File: src/caw_params.svh
`ifndef CAW_PARAMS_SVH
`define CAW_PARAMS_SVH

// ==========================================================
// Register indices (byte address is four times the index)
`define CAW_IDX_CTRL    8'hd8
`define CAW_IDX_MODE    8'hd9
`define CAW_IDX_CPM2    8'hdc
`define CAW_IDX_ISTAT   8'he0
`define CAW_IDX_IMASK   8'he1
`define CAW_IDX_CNT_LO  8'he9
`define CAW_IDX_CPL2    8'heb
`define CAW_IDX_CNT_HI  8'hf9
`define CAW_IDX_CPH2    8'hfb

// ==========================================================
// Reset values
`define CAW_CTRL_RST    8'h00
`define CAW_MODE_RST    8'h40
`define CAW_CPM2_RST    8'h00
`define CAW_CPL2_RST    8'h00
`define CAW_CPH2_RST    8'h00
`define CAW_CNT_RST     8'h00
`define CAW_IRQ_RST     2'h0

// ==========================================================
// Field positions
`define CAW_CTRL_CF     7
`define CAW_CTRL_CR     6
`define CAW_CTRL_MODULE2_MATCH_FLAG   2
`define CAW_CPM2_ECOM   6
`define CAW_CPM2_MAT    3
`define CAW_CPM2_ECCF   0
`define CAW_IRQ_OVF     0
`define CAW_IRQ_MATCH   1

// ==========================================================
// Timebase divider counts
`define CAW_DIV12       4'hc
`define CAW_DIV4        4'h4
`define CAW_DIV8        4'h8

`endif

File: src/caw_pkg.sv
package caw_pkg;

	// ==========================================================
	// Timebase select codes
	typedef enum logic [2:0] {
		CAW_TB_SYS_DIV12 = 3'h0,
		CAW_TB_SYS_DIV4  = 3'h1,
		CAW_TB_TIMER0    = 3'h2,
		CAW_TB_EXT_FALL  = 3'h3,
		CAW_TB_SYS       = 3'h4,
		CAW_TB_EXT_DIV8  = 3'h5,
		CAW_TB_RSVD6     = 3'h6,
		CAW_TB_RSVD7     = 3'h7
	} caw_tb_t;

	// ==========================================================
	// Mode register layout
	typedef struct packed {
		logic    idle_suspend;
		logic    watchdog_enable_bit;
		logic    watchdog_lock_bit;
		logic    unused;
		caw_tb_t timebase_select;
		logic    overflow_irq_mask;
	} caw_mode_t;

	// ==========================================================
	// Complete module state
	typedef struct packed {
		logic [1:0]  idle_s;
		logic [2:0]  t0_s;
		logic [2:0]  eci_s;
		logic [2:0]  ext_s;
		logic [3:0]  div12;
		logic [3:0]  div4;
		logic [3:0]  div8;
		logic [7:0]  cnt_lo;
		logic [7:0]  cnt_hi;
		logic        cf;
		logic        cr;
		logic        module2_match_flag;
		caw_mode_t   mode;
		logic [7:0]  cpm2;
		logic [7:0]  cpl2;
		logic [7:0]  cph2;
		logic [1:0]  istat;
		logic [1:0]  imask;
		logic        ack;
		logic [7:0]  rdata;
		logic        irq;
		logic        wdt_rst;
	} caw_state_t;

endpackage

File: src/caw_watchdog.sv
// Implementation choice: the Wishbone register port.
`timescale 1ns/1ps
`include "caw_params.svh"

// Functional notes
// - Watchdog compares module2 high byte with counter high; low byte is offset.
// - Reset when counter low overflows while module2 high equals counter high.
// - While watchdog enabled, writing module2 high loads it with counter high plus offset.
// - Watchdog on forces counter running; run-control writes have no effect.
// - Run-control bit reads software value, zero if never set.
// - Counter byte writes ignored while watchdog enabled.
// - Timebase select and idle suspend frozen while watchdog enabled.
// - While enabled, module2 forced to compare mode; its mode writes ignored.
// - Writing one to module2 flag while enabled forces watchdog reset.
// - Enable bit or lock bit set enables the watchdog.
// - Lock bit keeps watchdog enabled until next system reset.
// - Unlocked, clearing enable bit disables watchdog and lifts restrictions.
// - After reset watchdog on, timebase clock/12, counter low and offset zero.
// - Timeout is 256 times offset plus 256 minus counter low.
// - With idle suspend set, counter and watchdog pause during idle.

module caw_watchdog #(
	parameter int ADDR_W = 10
) (
	input  wire logic              CLK_SYS,
	input  wire logic              SYS_RST,
	input  wire logic              WB_CYC_I,
	input  wire logic              WB_STB_I,
	input  wire logic              WB_WE_I,
	input  wire logic [ADDR_W-1:0] WB_ADR_I,
	input  wire logic [3:0]        WB_SEL_I,
	input  wire logic [31:0]       WB_DAT_I,
	output logic      [31:0]       WB_DAT_O,
	output logic                   WB_ACK_O,
	input  wire logic              CPU_IDLE,
	input  wire logic              TIMER0_OVF,
	input  wire logic              EXT_COUNT_IN,
	input  wire logic              EXT_CLK,
	output logic                   IRQ,
	output logic                   WDT_RST_REQ
);

	// ==========================================================
	// Helpers
	function automatic logic hit(input logic [ADDR_W-1:0] adr,
		input logic [7:0] idx);
		hit = (adr[ADDR_W-1:2] == idx);
	endfunction

	function automatic logic [3:0] div_next(input logic [3:0] cur,
		input logic [3:0] top);
		div_next = (cur == top - 4'h1) ? 4'h0 : cur + 4'h1;
	endfunction

	function automatic logic [7:0] cpm2_view(input logic [7:0] cur,
		input logic en);
		cpm2_view = cur;
		if (en) begin
			cpm2_view = 8'h00;
			cpm2_view[`CAW_CPM2_ECOM] = 1'b1;
			cpm2_view[`CAW_CPM2_MAT]  = 1'b1;
			cpm2_view[`CAW_CPM2_ECCF] = cur[`CAW_CPM2_ECCF];
		end
	endfunction

	caw_pkg::caw_state_t q;
	caw_pkg::caw_state_t s;

	logic       wd_en;
	logic       tick;
	logic       run;
	logic       lo_ovf;
	logic       fire;
	logic       match;
	logic       req;
	logic       wr;
	logic [7:0] wd;
	logic [7:0] rd;
	logic       t0_rise;
	logic       eci_fall;
	logic       ext_rise;
	logic       div12_end;
	logic       div4_end;
	logic       div8_end;
	logic       wrap16;
	logic       irq_stat;
	logic       irq_ovf;
	logic       wr_ctrl;
	logic       wr_mode;
	logic       wr_cpm2;
	logic       wr_cnt_lo;
	logic       wr_cnt_hi;
	logic       wr_cpl2;
	logic       wr_cph2;
	logic       wr_istat;
	logic       wr_imask;

	// ==========================================================
	// Next-state logic
	always_comb begin
		s = q;

		// ==========================================================
		// Defaults
		tick      = 1'b0;
		run       = 1'b0;
		lo_ovf    = 1'b0;
		fire      = 1'b0;
		match     = 1'b0;
		req       = 1'b0;
		wr        = 1'b0;
		wd        = 8'h00;
		t0_rise   = 1'b0;
		eci_fall  = 1'b0;
		ext_rise  = 1'b0;
		div12_end = 1'b0;
		div4_end  = 1'b0;
		div8_end  = 1'b0;
		wrap16    = 1'b0;
		irq_stat  = 1'b0;
		irq_ovf   = 1'b0;
		wr_ctrl   = 1'b0;
		wr_mode   = 1'b0;
		wr_cpm2   = 1'b0;
		wr_cnt_lo = 1'b0;
		wr_cnt_hi = 1'b0;
		wr_cpl2   = 1'b0;
		wr_cph2   = 1'b0;
		wr_istat  = 1'b0;
		wr_imask  = 1'b0;

		// ==========================================================
		// Input synchronisers and edge history
		s.idle_s = {q.idle_s[0], CPU_IDLE};
		s.t0_s   = {q.t0_s[1], q.t0_s[0], TIMER0_OVF};
		s.eci_s  = {q.eci_s[1], q.eci_s[0], EXT_COUNT_IN};
		s.ext_s  = {q.ext_s[1], q.ext_s[0], EXT_CLK};

		// ==========================================================
		// Source edges and prescaler ends
		t0_rise   = q.t0_s[1] & ~q.t0_s[2];
		eci_fall  = ~q.eci_s[1] & q.eci_s[2];
		ext_rise  = q.ext_s[1] & ~q.ext_s[2];
		div12_end = (q.div12 == `CAW_DIV12 - 4'h1);
		div4_end  = (q.div4 == `CAW_DIV4 - 4'h1);
		div8_end  = (q.div8 == `CAW_DIV8 - 4'h1);

		// ==========================================================
		// Prescalers
		s.div12 = div_next(q.div12, `CAW_DIV12);
		s.div4  = div_next(q.div4, `CAW_DIV4);
		if (ext_rise) begin
			s.div8 = div_next(q.div8, `CAW_DIV8);
		end

		wd_en = q.mode.watchdog_enable_bit
			| q.mode.watchdog_lock_bit;

		// ==========================================================
		// Timebase tick
		case (q.mode.timebase_select)
			caw_pkg::CAW_TB_SYS_DIV12: begin
				tick = div12_end;
			end
			caw_pkg::CAW_TB_SYS_DIV4: begin
				tick = div4_end;
			end
			caw_pkg::CAW_TB_TIMER0: begin
				tick = t0_rise;
			end
			caw_pkg::CAW_TB_EXT_FALL: begin
				tick = eci_fall;
			end
			caw_pkg::CAW_TB_SYS: begin
				tick = 1'b1;
			end
			caw_pkg::CAW_TB_EXT_DIV8: begin
				tick = ext_rise & div8_end;
			end
			default: begin
				tick = 1'b0;
			end
		endcase

		// ==========================================================
		// Counter run and idle suspend
		run = (q.cr | wd_en)
			& ~(q.mode.idle_suspend & q.idle_s[1]);
		lo_ovf = run & tick & (q.cnt_lo == 8'hff);
		wrap16 = run & tick & ({q.cnt_hi, q.cnt_lo} == 16'hffff);
		fire = lo_ovf & wd_en
			& (q.cph2 == q.cnt_hi);
		match = run & tick & ~wd_en
			& q.cpm2[`CAW_CPM2_ECOM] & q.cpm2[`CAW_CPM2_MAT]
			& ({q.cnt_hi, q.cnt_lo} == {q.cph2, q.cpl2});

		// ==========================================================
		// Bus request
		req = WB_CYC_I & WB_STB_I & ~q.ack;
		wr  = req & WB_WE_I & WB_SEL_I[0];
		wd  = WB_DAT_I[7:0];
		s.ack = req;

		// ==========================================================
		// Write strobes
		wr_ctrl   = wr & hit(WB_ADR_I, `CAW_IDX_CTRL);
		wr_mode   = wr & hit(WB_ADR_I, `CAW_IDX_MODE);
		wr_cpm2   = wr & hit(WB_ADR_I, `CAW_IDX_CPM2);
		wr_cnt_lo = wr & hit(WB_ADR_I, `CAW_IDX_CNT_LO);
		wr_cnt_hi = wr & hit(WB_ADR_I, `CAW_IDX_CNT_HI);
		wr_cpl2   = wr & hit(WB_ADR_I, `CAW_IDX_CPL2);
		wr_cph2   = wr & hit(WB_ADR_I, `CAW_IDX_CPH2);
		wr_istat  = wr & hit(WB_ADR_I, `CAW_IDX_ISTAT);
		wr_imask  = wr & hit(WB_ADR_I, `CAW_IDX_IMASK);

		// ==========================================================
		// Read mux
		rd = 8'h00;
		if (hit(WB_ADR_I, `CAW_IDX_CTRL)) begin
			rd[`CAW_CTRL_CF]   = q.cf;
			rd[`CAW_CTRL_CR]   = q.cr;
			rd[`CAW_CTRL_MODULE2_MATCH_FLAG] = q.module2_match_flag;
		end else if (hit(WB_ADR_I, `CAW_IDX_MODE)) begin
			rd = q.mode;
			rd[4] = 1'b0;
		end else if (hit(WB_ADR_I, `CAW_IDX_CPM2)) begin
			rd = cpm2_view(q.cpm2, wd_en);
		end else if (hit(WB_ADR_I, `CAW_IDX_ISTAT)) begin
			rd = {6'h00, q.istat};
		end else if (hit(WB_ADR_I, `CAW_IDX_IMASK)) begin
			rd = {6'h00, q.imask};
		end else if (hit(WB_ADR_I, `CAW_IDX_CNT_LO)) begin
			rd = q.cnt_lo;
		end else if (hit(WB_ADR_I, `CAW_IDX_CNT_HI)) begin
			rd = q.cnt_hi;
		end else if (hit(WB_ADR_I, `CAW_IDX_CPL2)) begin
			rd = q.cpl2;
		end else if (hit(WB_ADR_I, `CAW_IDX_CPH2)) begin
			rd = q.cph2;
		end
		if (req) begin
			s.rdata = rd;
		end

		// ==========================================================
		// Counter advance
		if (run && tick) begin
			{s.cnt_hi, s.cnt_lo} = {q.cnt_hi, q.cnt_lo} + 16'h0001;
		end

		// ==========================================================
		// Register writes
		s.wdt_rst = fire;

		// Control register
		if (wr_ctrl) begin
			s.cf   = wd[`CAW_CTRL_CF];
			s.cr   = wd[`CAW_CTRL_CR];
			s.module2_match_flag = wd[`CAW_CTRL_MODULE2_MATCH_FLAG];
			if (wd_en && wd[`CAW_CTRL_MODULE2_MATCH_FLAG]) begin
				s.wdt_rst = 1'b1;
			end
		end

		// Mode register
		if (wr_mode) begin
			s.mode.overflow_irq_mask = wd[0];
			s.mode.watchdog_lock_bit =
				q.mode.watchdog_lock_bit | wd[5];
			s.mode.watchdog_enable_bit =
				q.mode.watchdog_lock_bit | wd[6];
			if (!wd_en) begin
				s.mode.idle_suspend    = wd[7];
				s.mode.timebase_select = caw_pkg::caw_tb_t'(wd[3:1]);
			end
		end

		// Module 2 mode
		if (wr_cpm2 && !wd_en) begin
			s.cpm2 = wd;
		end

		// Counter bytes
		if (wr_cnt_lo && !wd_en) begin
			s.cnt_lo = wd;
		end
		if (wr_cnt_hi && !wd_en) begin
			s.cnt_hi = wd;
		end

		// Module 2 low byte, the offset
		if (wr_cpl2) begin
			s.cpl2 = wd;
			if (!wd_en) begin
				s.cpm2[`CAW_CPM2_ECOM] = 1'b0;
			end
		end

		// Module 2 high byte, the update register
		if (wr_cph2) begin
			if (wd_en) begin
				s.cph2 = 8'(q.cnt_hi + q.cpl2);
			end else begin
				s.cph2 = wd;
				s.cpm2[`CAW_CPM2_ECOM] = 1'b1;
			end
		end

		// Interrupt status and mask
		if (wr_istat) begin
			s.istat = q.istat & ~wd[1:0];
		end
		if (wr_imask) begin
			s.imask = wd[1:0];
		end

		// ==========================================================
		// Hardware flag sets win over software clears
		if (wrap16) begin
			s.cf = 1'b1;
			s.istat[`CAW_IRQ_OVF] = 1'b1;
		end
		if (match) begin
			s.module2_match_flag = 1'b1;
			s.istat[`CAW_IRQ_MATCH] = 1'b1;
		end

		// ==========================================================
		// Interrupt output
		irq_stat = |(s.istat & s.imask);
		irq_ovf  = s.cf & s.mode.overflow_irq_mask;
		s.irq    = irq_stat | irq_ovf;
	end

	// ==========================================================
	// State register
	always_ff @(posedge CLK_SYS) begin
		if (SYS_RST) begin
			q.idle_s  <= 2'h0;
			q.t0_s    <= 3'h0;
			q.eci_s   <= 3'h0;
			q.ext_s   <= 3'h0;
			q.div12   <= 4'h0;
			q.div4    <= 4'h0;
			q.div8    <= 4'h0;
			q.cnt_lo  <= `CAW_CNT_RST;
			q.cnt_hi  <= `CAW_CNT_RST;
			q.cf      <= 1'b0;
			q.cr      <= 1'b0;
			q.module2_match_flag    <= 1'b0;
			q.mode    <= caw_pkg::caw_mode_t'(`CAW_MODE_RST);
			q.cpm2    <= `CAW_CPM2_RST;
			q.cpl2    <= `CAW_CPL2_RST;
			q.cph2    <= `CAW_CPH2_RST;
			q.istat   <= `CAW_IRQ_RST;
			q.imask   <= `CAW_IRQ_RST;
			q.ack     <= 1'b0;
			q.rdata   <= 8'h00;
			q.irq     <= 1'b0;
			q.wdt_rst <= 1'b0;
		end else begin
			q <= s;
		end
	end

	// ==========================================================
	// Outputs
	assign WB_DAT_O    = {24'h000000, q.rdata};
	assign WB_ACK_O    = q.ack;
	assign IRQ         = q.irq;
	assign WDT_RST_REQ = q.wdt_rst;

endmodule

File: config.mk
export PLATFORM = sky130hd
export DESIGN_NAME = caw_watchdog
export DESIGN_NICKNAME = d
export VERILOG_FILES = /design/src/caw_pkg.sv /design/src/caw_watchdog.sv
export VERILOG_INCLUDE_DIRS = /design/src /design/src/src
export SDC_FILE = /design/constraint.sdc
export NUM_CORES = 1
export LEC_CHECK = 0
export BUFFER_PORTS_ARGS = -buffer_cell sky130_fd_sc_hd__buf_4
export CAP_MARGIN = 20
export CORE_UTILIZATION = 35
export DETAILED_ROUTE_END_ITERATION = 10
export PLACE_DENSITY = 0.55
export SYNTH_ARGS = -nofsm -noshare
export SYNTH_HDL_FRONTEND = slang
export SYNTH_SLANG_ARGS = --single-unit
export TNS_END_PERCENT = 1
File: constraint.sdc
create_clock -name CLK_SYS -period 3.1 [get_ports CLK_SYS]
set_input_delay 0.31 -clock CLK_SYS [delete_from_list [all_inputs] [get_ports CLK_SYS]]
set_output_delay 0.31 -clock CLK_SYS [all_outputs]
set_load 0.03 [all_outputs]
==> results.json, run 1 <==
{
  "cts_resized": 0,
  "die-area_sq_mm": 0.0152,
  "ys_seq_elements": 88,
  "num_rows": 43,
  "diodes": 0,
  "final_common_cell": "dfxtp_1",
  "tightest_slew_ns": 0.670,
  "synth.avg_cell_area_sq_um": 8.42,
  "cp-start-kind": "flop",
  "r2r.worst_path.cells": 7,
  "final_cell_mix": "dfxtp_1 (88), nor2_1 (63), nand2_1 (62)",
  "synthMuxAreaShare": 0.0477,
  "first_global_vias": 4165,
  "arrival_ns": 2.67,
  "hold_viol": 0,
  "cts_hold_buf": 0,
  "fin_setup_tns_ns": 0,
  "finClkSkew_ns": 0.0110,
  "pwr-share-seq": 0.473,
  "grt_max_degree": 58,
  "critPathMaxFanout": 16,
  "netlist_instances": 611,
  "worst-r2r-setup-slack_ns": 0.69,
  "hold_path_depth": 2,
  "synth_compound_area_frac": 0.162,
  "firstDrtPassIters": 5,
  "synth_edf_count": 0,
  "cellInternalPower_w": 0.00178,
  "slew_headroom": 0.552,
  "rsz0062_at_grt": "no",
  "hp-class": "in -> reg",
  "synth_top_family_by_area": "simple AND/OR/NAND/NOR gates",
  "die_w_microns": 123,
  "portBuffers": 36,
  "hold_end": "q[78]$_SDFF_PP0_",
  "yosysUniqueCellTypes": 75,
  "report.final.slew_viol_count": 0,
  "cp.required_ns": 3.36,
  "final_core_util": 0.405,
  "switching_share": 0.274,
  "start_util": 0.365,
  "post-cts-setup-buffers": 0,
  "cts_max_level": 3,
  "max_freq_ghz": 0.414,
  "period_share": 0.779,
  "ant_nets": 0,
  "io_pins": 90,
  "netlist_area_sq_mm": 0.00514,
  "grtUsageTotal": 0.203,
  "r2r-end": "IRQ$_SDFF_PP0_",
  "cts_buffers": 9,
  "hpwl_microns": 10900,
  "maxCapViolCount": 0,
  "cts-root-buf": "clkbuf_16",
  "path_class": "reg -> reg",
  "area_growth_pct": 10.9,
  "gp_congestion": 0.933,
  "antenna_found_initial": 0,
  "worst_setup_path_end_kind": "flop",
  "wl_per_cell_microns": 18.1,
  "globalRouteOverflowTotal": 0,
  "cts.sinks": 88,
  "vdd_drop_max_v": 0.000376,
  "rr_startpoint": "q[70]$_SDFF_PP0_",
  "synth-simple-area-share": 0.268,
  "p_clk_frac": 0.446,
  "clock_latency_ns": 0.36,
  "drtIter0Drc": 360,
  "cts_buffer_depth": 2,
  "cp-startpoint": "q[70]$_SDFF_PP0_",
  "ys_warn_count": 0,
  "cts.clk_slew.worst_paths_ns": 0.07,
  "synth-adder-area-share": 0.0306,
  "viasPerCell": 5.59,
  "finalSetupViolations": 0,
  "drcViolationCount": 0,
  "synth-xor-area-share": 0.0630,
  "p_per_area_mw_per_mm2": 429,
  "die_y_microns": 123,
  "seq_area_frac_synth": 0.342,
  "synth_flop_cell": "dfxtp_1",
  "hold_start": "EXT_CLK",
  "p_sw_w": 0.000670,
  "drt_wl_total_microns": 14600,
  "grt_pass1_wl_microns": 22700,
  "async_reset_ff_frac": 0,
  "p_comb_frac": 0.081,
  "layout-drive-gt1-share": 0.140,
  "status": "completed",
  "min_period_ns": 2.41,
  "leakage_nw": 2.14,
  "tritoncts": "built",
  "coreArea_sq_mm": 0.0141,
  "fin_nets": 691,
  "via_count": 4520
}
routing by layer:
metal,global-route usage,routed length [microns],vias to the layer above
met5,0,0,-
met2,0.328,6860,169
met3,0.0466,1010,26
met1,0.263,6470,2171
met4,0.0761,311,0
li1,-,-,2154
critical path: stages, from the launching register on:
cell	delay (ns)
dfxtp_1	0.36
ha_1	0.18
nor3b_1	0.34
a211oi_1	0.15
o32a_4	0.37
nor2_1	0.29
a41oi_1	0.28
o311ai_1	0.33
stage by stage:
stage	cell area (sq um)	hold WS [ns]	power, W	cells	setup slack [ns]
after floorplan	5230	0.394	0.00134	634	1.06
after global placement	5410	0.425	0.00138	793	0.694
after detailed placement	5410	0.420	0.00138	793	0.655
after CTS	5710	0.153	0.00247	809	0.630
after global routing	5710	0.172	0.00254	809	0.472
final	5710	0.162	0.00245	809	0.686
flip-flops by register name, summed over array words and instances (netlist names):
name	flops
WB_DAT_O	8
WDT_RST_REQ	1
q	77
IRQ	1
WB_ACK_O	1
logic make-up (layout without fill, tap and decap cells):
family	after synthesis	in the layout
simple gates	251	251
compound gates	119	119
flops	88	88
buf+inv	80	75
xor+xnor	37	37
mux	23	23
fa+ha+maj	12	12
other cells	1	24
power groups by stage:
stage	clock network, W	logic, W	registers [W]
6_report	0.00109	0.000198	0.00116
5_1_grt	0.00117	0.000214	0.00116
4_1_cts	0.00112	0.000198	0.00116
3_5_place_dp	0	0.000198	0.00118
3_3_place_gp	0	0.000197	0.00118
2_1_floorplan	0	0.000157	0.00118
final cells by class:
cell class,count,area (sq um)
Fill cell,1438,8390
Multi-Input combinational cell,466,3030
Sequential cell,88,1760
Timing Repair Buffer,45,338
Clock buffer,9,225
Tap cell,180,225
Clock inverter,7,76.3
Inverter,14,52.6
worst max-delay path by stage:
stage                      to  depth (start not counted)
3_3_place_gp   IRQ$_SDFF_PP0_                          7
5_1_grt        IRQ$_SDFF_PP0_                          7
4_1_cts        IRQ$_SDFF_PP0_                          7
3_5_place_dp   IRQ$_SDFF_PP0_                          7
6_report       IRQ$_SDFF_PP0_                          7
2_1_floorplan  IRQ$_SDFF_PP0_                          8
cells in the mapped netlist (all sizes together) (4+ instances only):
master / number / share of area
dfxtp: 88 / 0.34
nor2: 64 / 0.047
nand2: 62 / 0.045
buf: 44 / 0.059
a21oi: 36 / 0.036
xnor2: 29 / 0.049
nor3: 24 / 0.027
nand3: 23 / 0.023
a211oi: 22 / 0.034
clkbuf: 22 / 0.016
mux2i: 20 / 0.039
nor2b: 16 / 0.019
inv: 14 / 0.010
ha: 11 / 0.027
o21ai: 11 / 0.011
nand4: 8 / 0.0097
nor4: 8 / 0.022
xor2: 8 / 0.014
nor3b: 6 / 0.0088
o21a: 6 / 0.0088
a311oi: 5 / 0.0085
and3: 5 / 0.0061
nand2b: 5 / 0.0061
a31oi: 4 / 0.0049
o211ai: 4 / 0.0058
or3: 4 / 0.0049
Power figures use the tool's default switching activity.
==> run 2: changes to the inputs <==
clock period = 2.5 ns   (was 3.1 ns; I/O delays follow)
==> results.json, run 2 (same netlist as run 1, synthesis figures left out) <==
{
  "ant_nets": 0,
  "maxCapViolCount": 0,
  "globalRouteOverflowTotal": 0,
  "leakage_nw": 2.23,
  "cts_hold_buf": 0,
  "area_growth_pct": 13.9,
  "finClkSkew_ns": 0.00645,
  "cts.clk_slew.worst_paths_ns": 0.07,
  "p_comb_frac": 0.082,
  "cts.sinks": 88,
  "viasPerCell": 5.42,
  "fin_nets": 707,
  "switching_share": 0.261,
  "finalSetupViolations": 0,
  "path_delay_family": "simple AND/OR/NAND/NOR gates",
  "period_share": 0.907,
  "path_class": "reg -> reg",
  "hold_viol": 0,
  "diodes": 0,
  "cts-root-buf": "clkbuf_16",
  "status": "completed",
  "critPathBufInv": 1,
  "num_rows": 43,
  "post-place-ws_ns": 0.0321,
  "min_period_ns": 2.27,
  "final_core_util": 0.416,
  "arrival_ns": 2.52,
  "wl_per_cell_microns": 18.2,
  "fillCellCount": 1418,
  "largest_register": "q",
  "firstDrtPassIters": 5,
  "start_util": 0.365,
  "cp_slowest_cell": "o32a_4",
  "max_freq_ghz": 0.441,
  "crit_chain": "ha_1 > and3b_2 > a21oi_2 > o32a_4 > nor4_2 > buf_4 > nand3_1 > o311ai_1",
  "cp.required_ns": 2.75,
  "clock_latency_ns": 0.35,
  "first_global_vias": 4260,
  "cp-start-kind": "flop",
  "report.final.slew_viol_count": 0,
  "p_per_area_mw_per_mm2": 531,
  "p_clk_frac": 0.457,
  "cts_max_level": 3,
  "cellInternalPower_w": 0.00230,
  "grt_pass1_wl_microns": 23500,
  "cts_buffer_depth": 2,
  "die_w_microns": 123,
  "fin_total_pwr_w": 0.00311,
  "cpPeakStageDelay_ns": 0.49,
  "place_inst": 809,
  "portBuffers": 36,
  "largest_reg_flops": 77,
  "final_cell_mix": "dfxtp_1 (88), nor2_1 (63), nand2_1 (62)",
  "vdd_drop_max_v": 0.000457,
  "coreArea_sq_mm": 0.0141,
  "die-area_sq_mm": 0.0152,
  "via_count": 4471,
  "grt_max_degree": 44,
  "die_y_microns": 123,
  "cts_buffers": 9,
  "drtIter0Drc": 376,
  "critPathMaxFanout": 16,
  "fin_setup_tns_ns": 0,
  "hpwl_microns": 11300,
  "worst_setup_path_end_kind": "flop",
  "io_pins": 90,
  "slew_headroom": 0.639,
  "drt_wl_total_microns": 15100,
  "tightest_slew_ns": 0.541,
  "drcViolationCount": 0,
  "fin_cells": 825,
  "rsz0062_at_grt": "no",
  "pwr-share-seq": 0.461,
  "tritoncts": "built",
  "hp-class": "in -> reg",
  "final_common_cell": "dfxtp_1",
  "antenna_found_initial": 0,
  "p_sw_w": 0.000813,
  "gp_congestion": 0.899,
  "layout-drive-gt1-share": 0.164,
  "grtUsageTotal": 0.209,
  "final.setup.worst_slack_ns": 0.232
}
[run 2: path summary, 6_finish.rpt]
| check | from | end | slack, ns | depth (start not counted) |
|---|---|---|---|---|
| setup / recovery | q[74]$_SDFF_PP0_ | IRQ$_SDFF_PP0_ | 0.23 | 8 |
| setup reg to reg | q[74]$_SDFF_PP0_ | IRQ$_SDFF_PP0_ | 0.23 | 8 |
| hold reg to reg | q[84]$_SDFF_PP0_ | q[85]$_SDFF_PP0_ | 0.44 | 1 |
| hold / removal | TIMER0_OVF | q[84]$_SDFF_PP0_ | 0.10 | 2 |
[run 2: cell type report]
cell class,instances,area (sq um),share of cell area
Multi-Input combinational cell,466,3040,0.519
Clock buffer,9,225,0.0384
Sequential cell,88,1760,0.301
Timing Repair Buffer,61,470,0.0803
Inverter,14,52.6,0.00897
Clock inverter,7,86.3,0.0147
Tap cell,180,225,0.0384
[run 2: power by group through the flow]
stage / Clock [W] / Combinational [W] / Sequential (W)
after detailed placement: 0 / 0.000254 / 0.00147
after global placement: 0 / 0.000251 / 0.00147
after global routing: 0.00151 / 0.000275 / 0.00144
after CTS: 0.00145 / 0.000254 / 0.00143
after floorplan: 0 / 0.000194 / 0.00146
final: 0.00142 / 0.000256 / 0.00143
[run 2: what timing repair did]
action                     CTS  global route
setup endpoints to repair    0             4
resized for setup            0             2
setup buffers                0             0
[run 2: per-layer routing]
layer | vias to the layer above | track usage | wire length [microns]
li1 | 2184 | - | -
met1 | 2101 | 0.280 | 6860
met2 | 163 | 0.334 | 6910
met3 | 23 | 0.0401 | 990
met4 | 0 | 0.0693 | 291
met5 | - | 0 | 0
[run 2: stage by stage]
stage	hold slack (ns)	cell area [sq um]
floorplan	0.334	5230
CTS	0.0967	5850
global placement	0.422	5540
global route	0.109	5860
detailed placement	0.427	5540
finish	0.105	5860
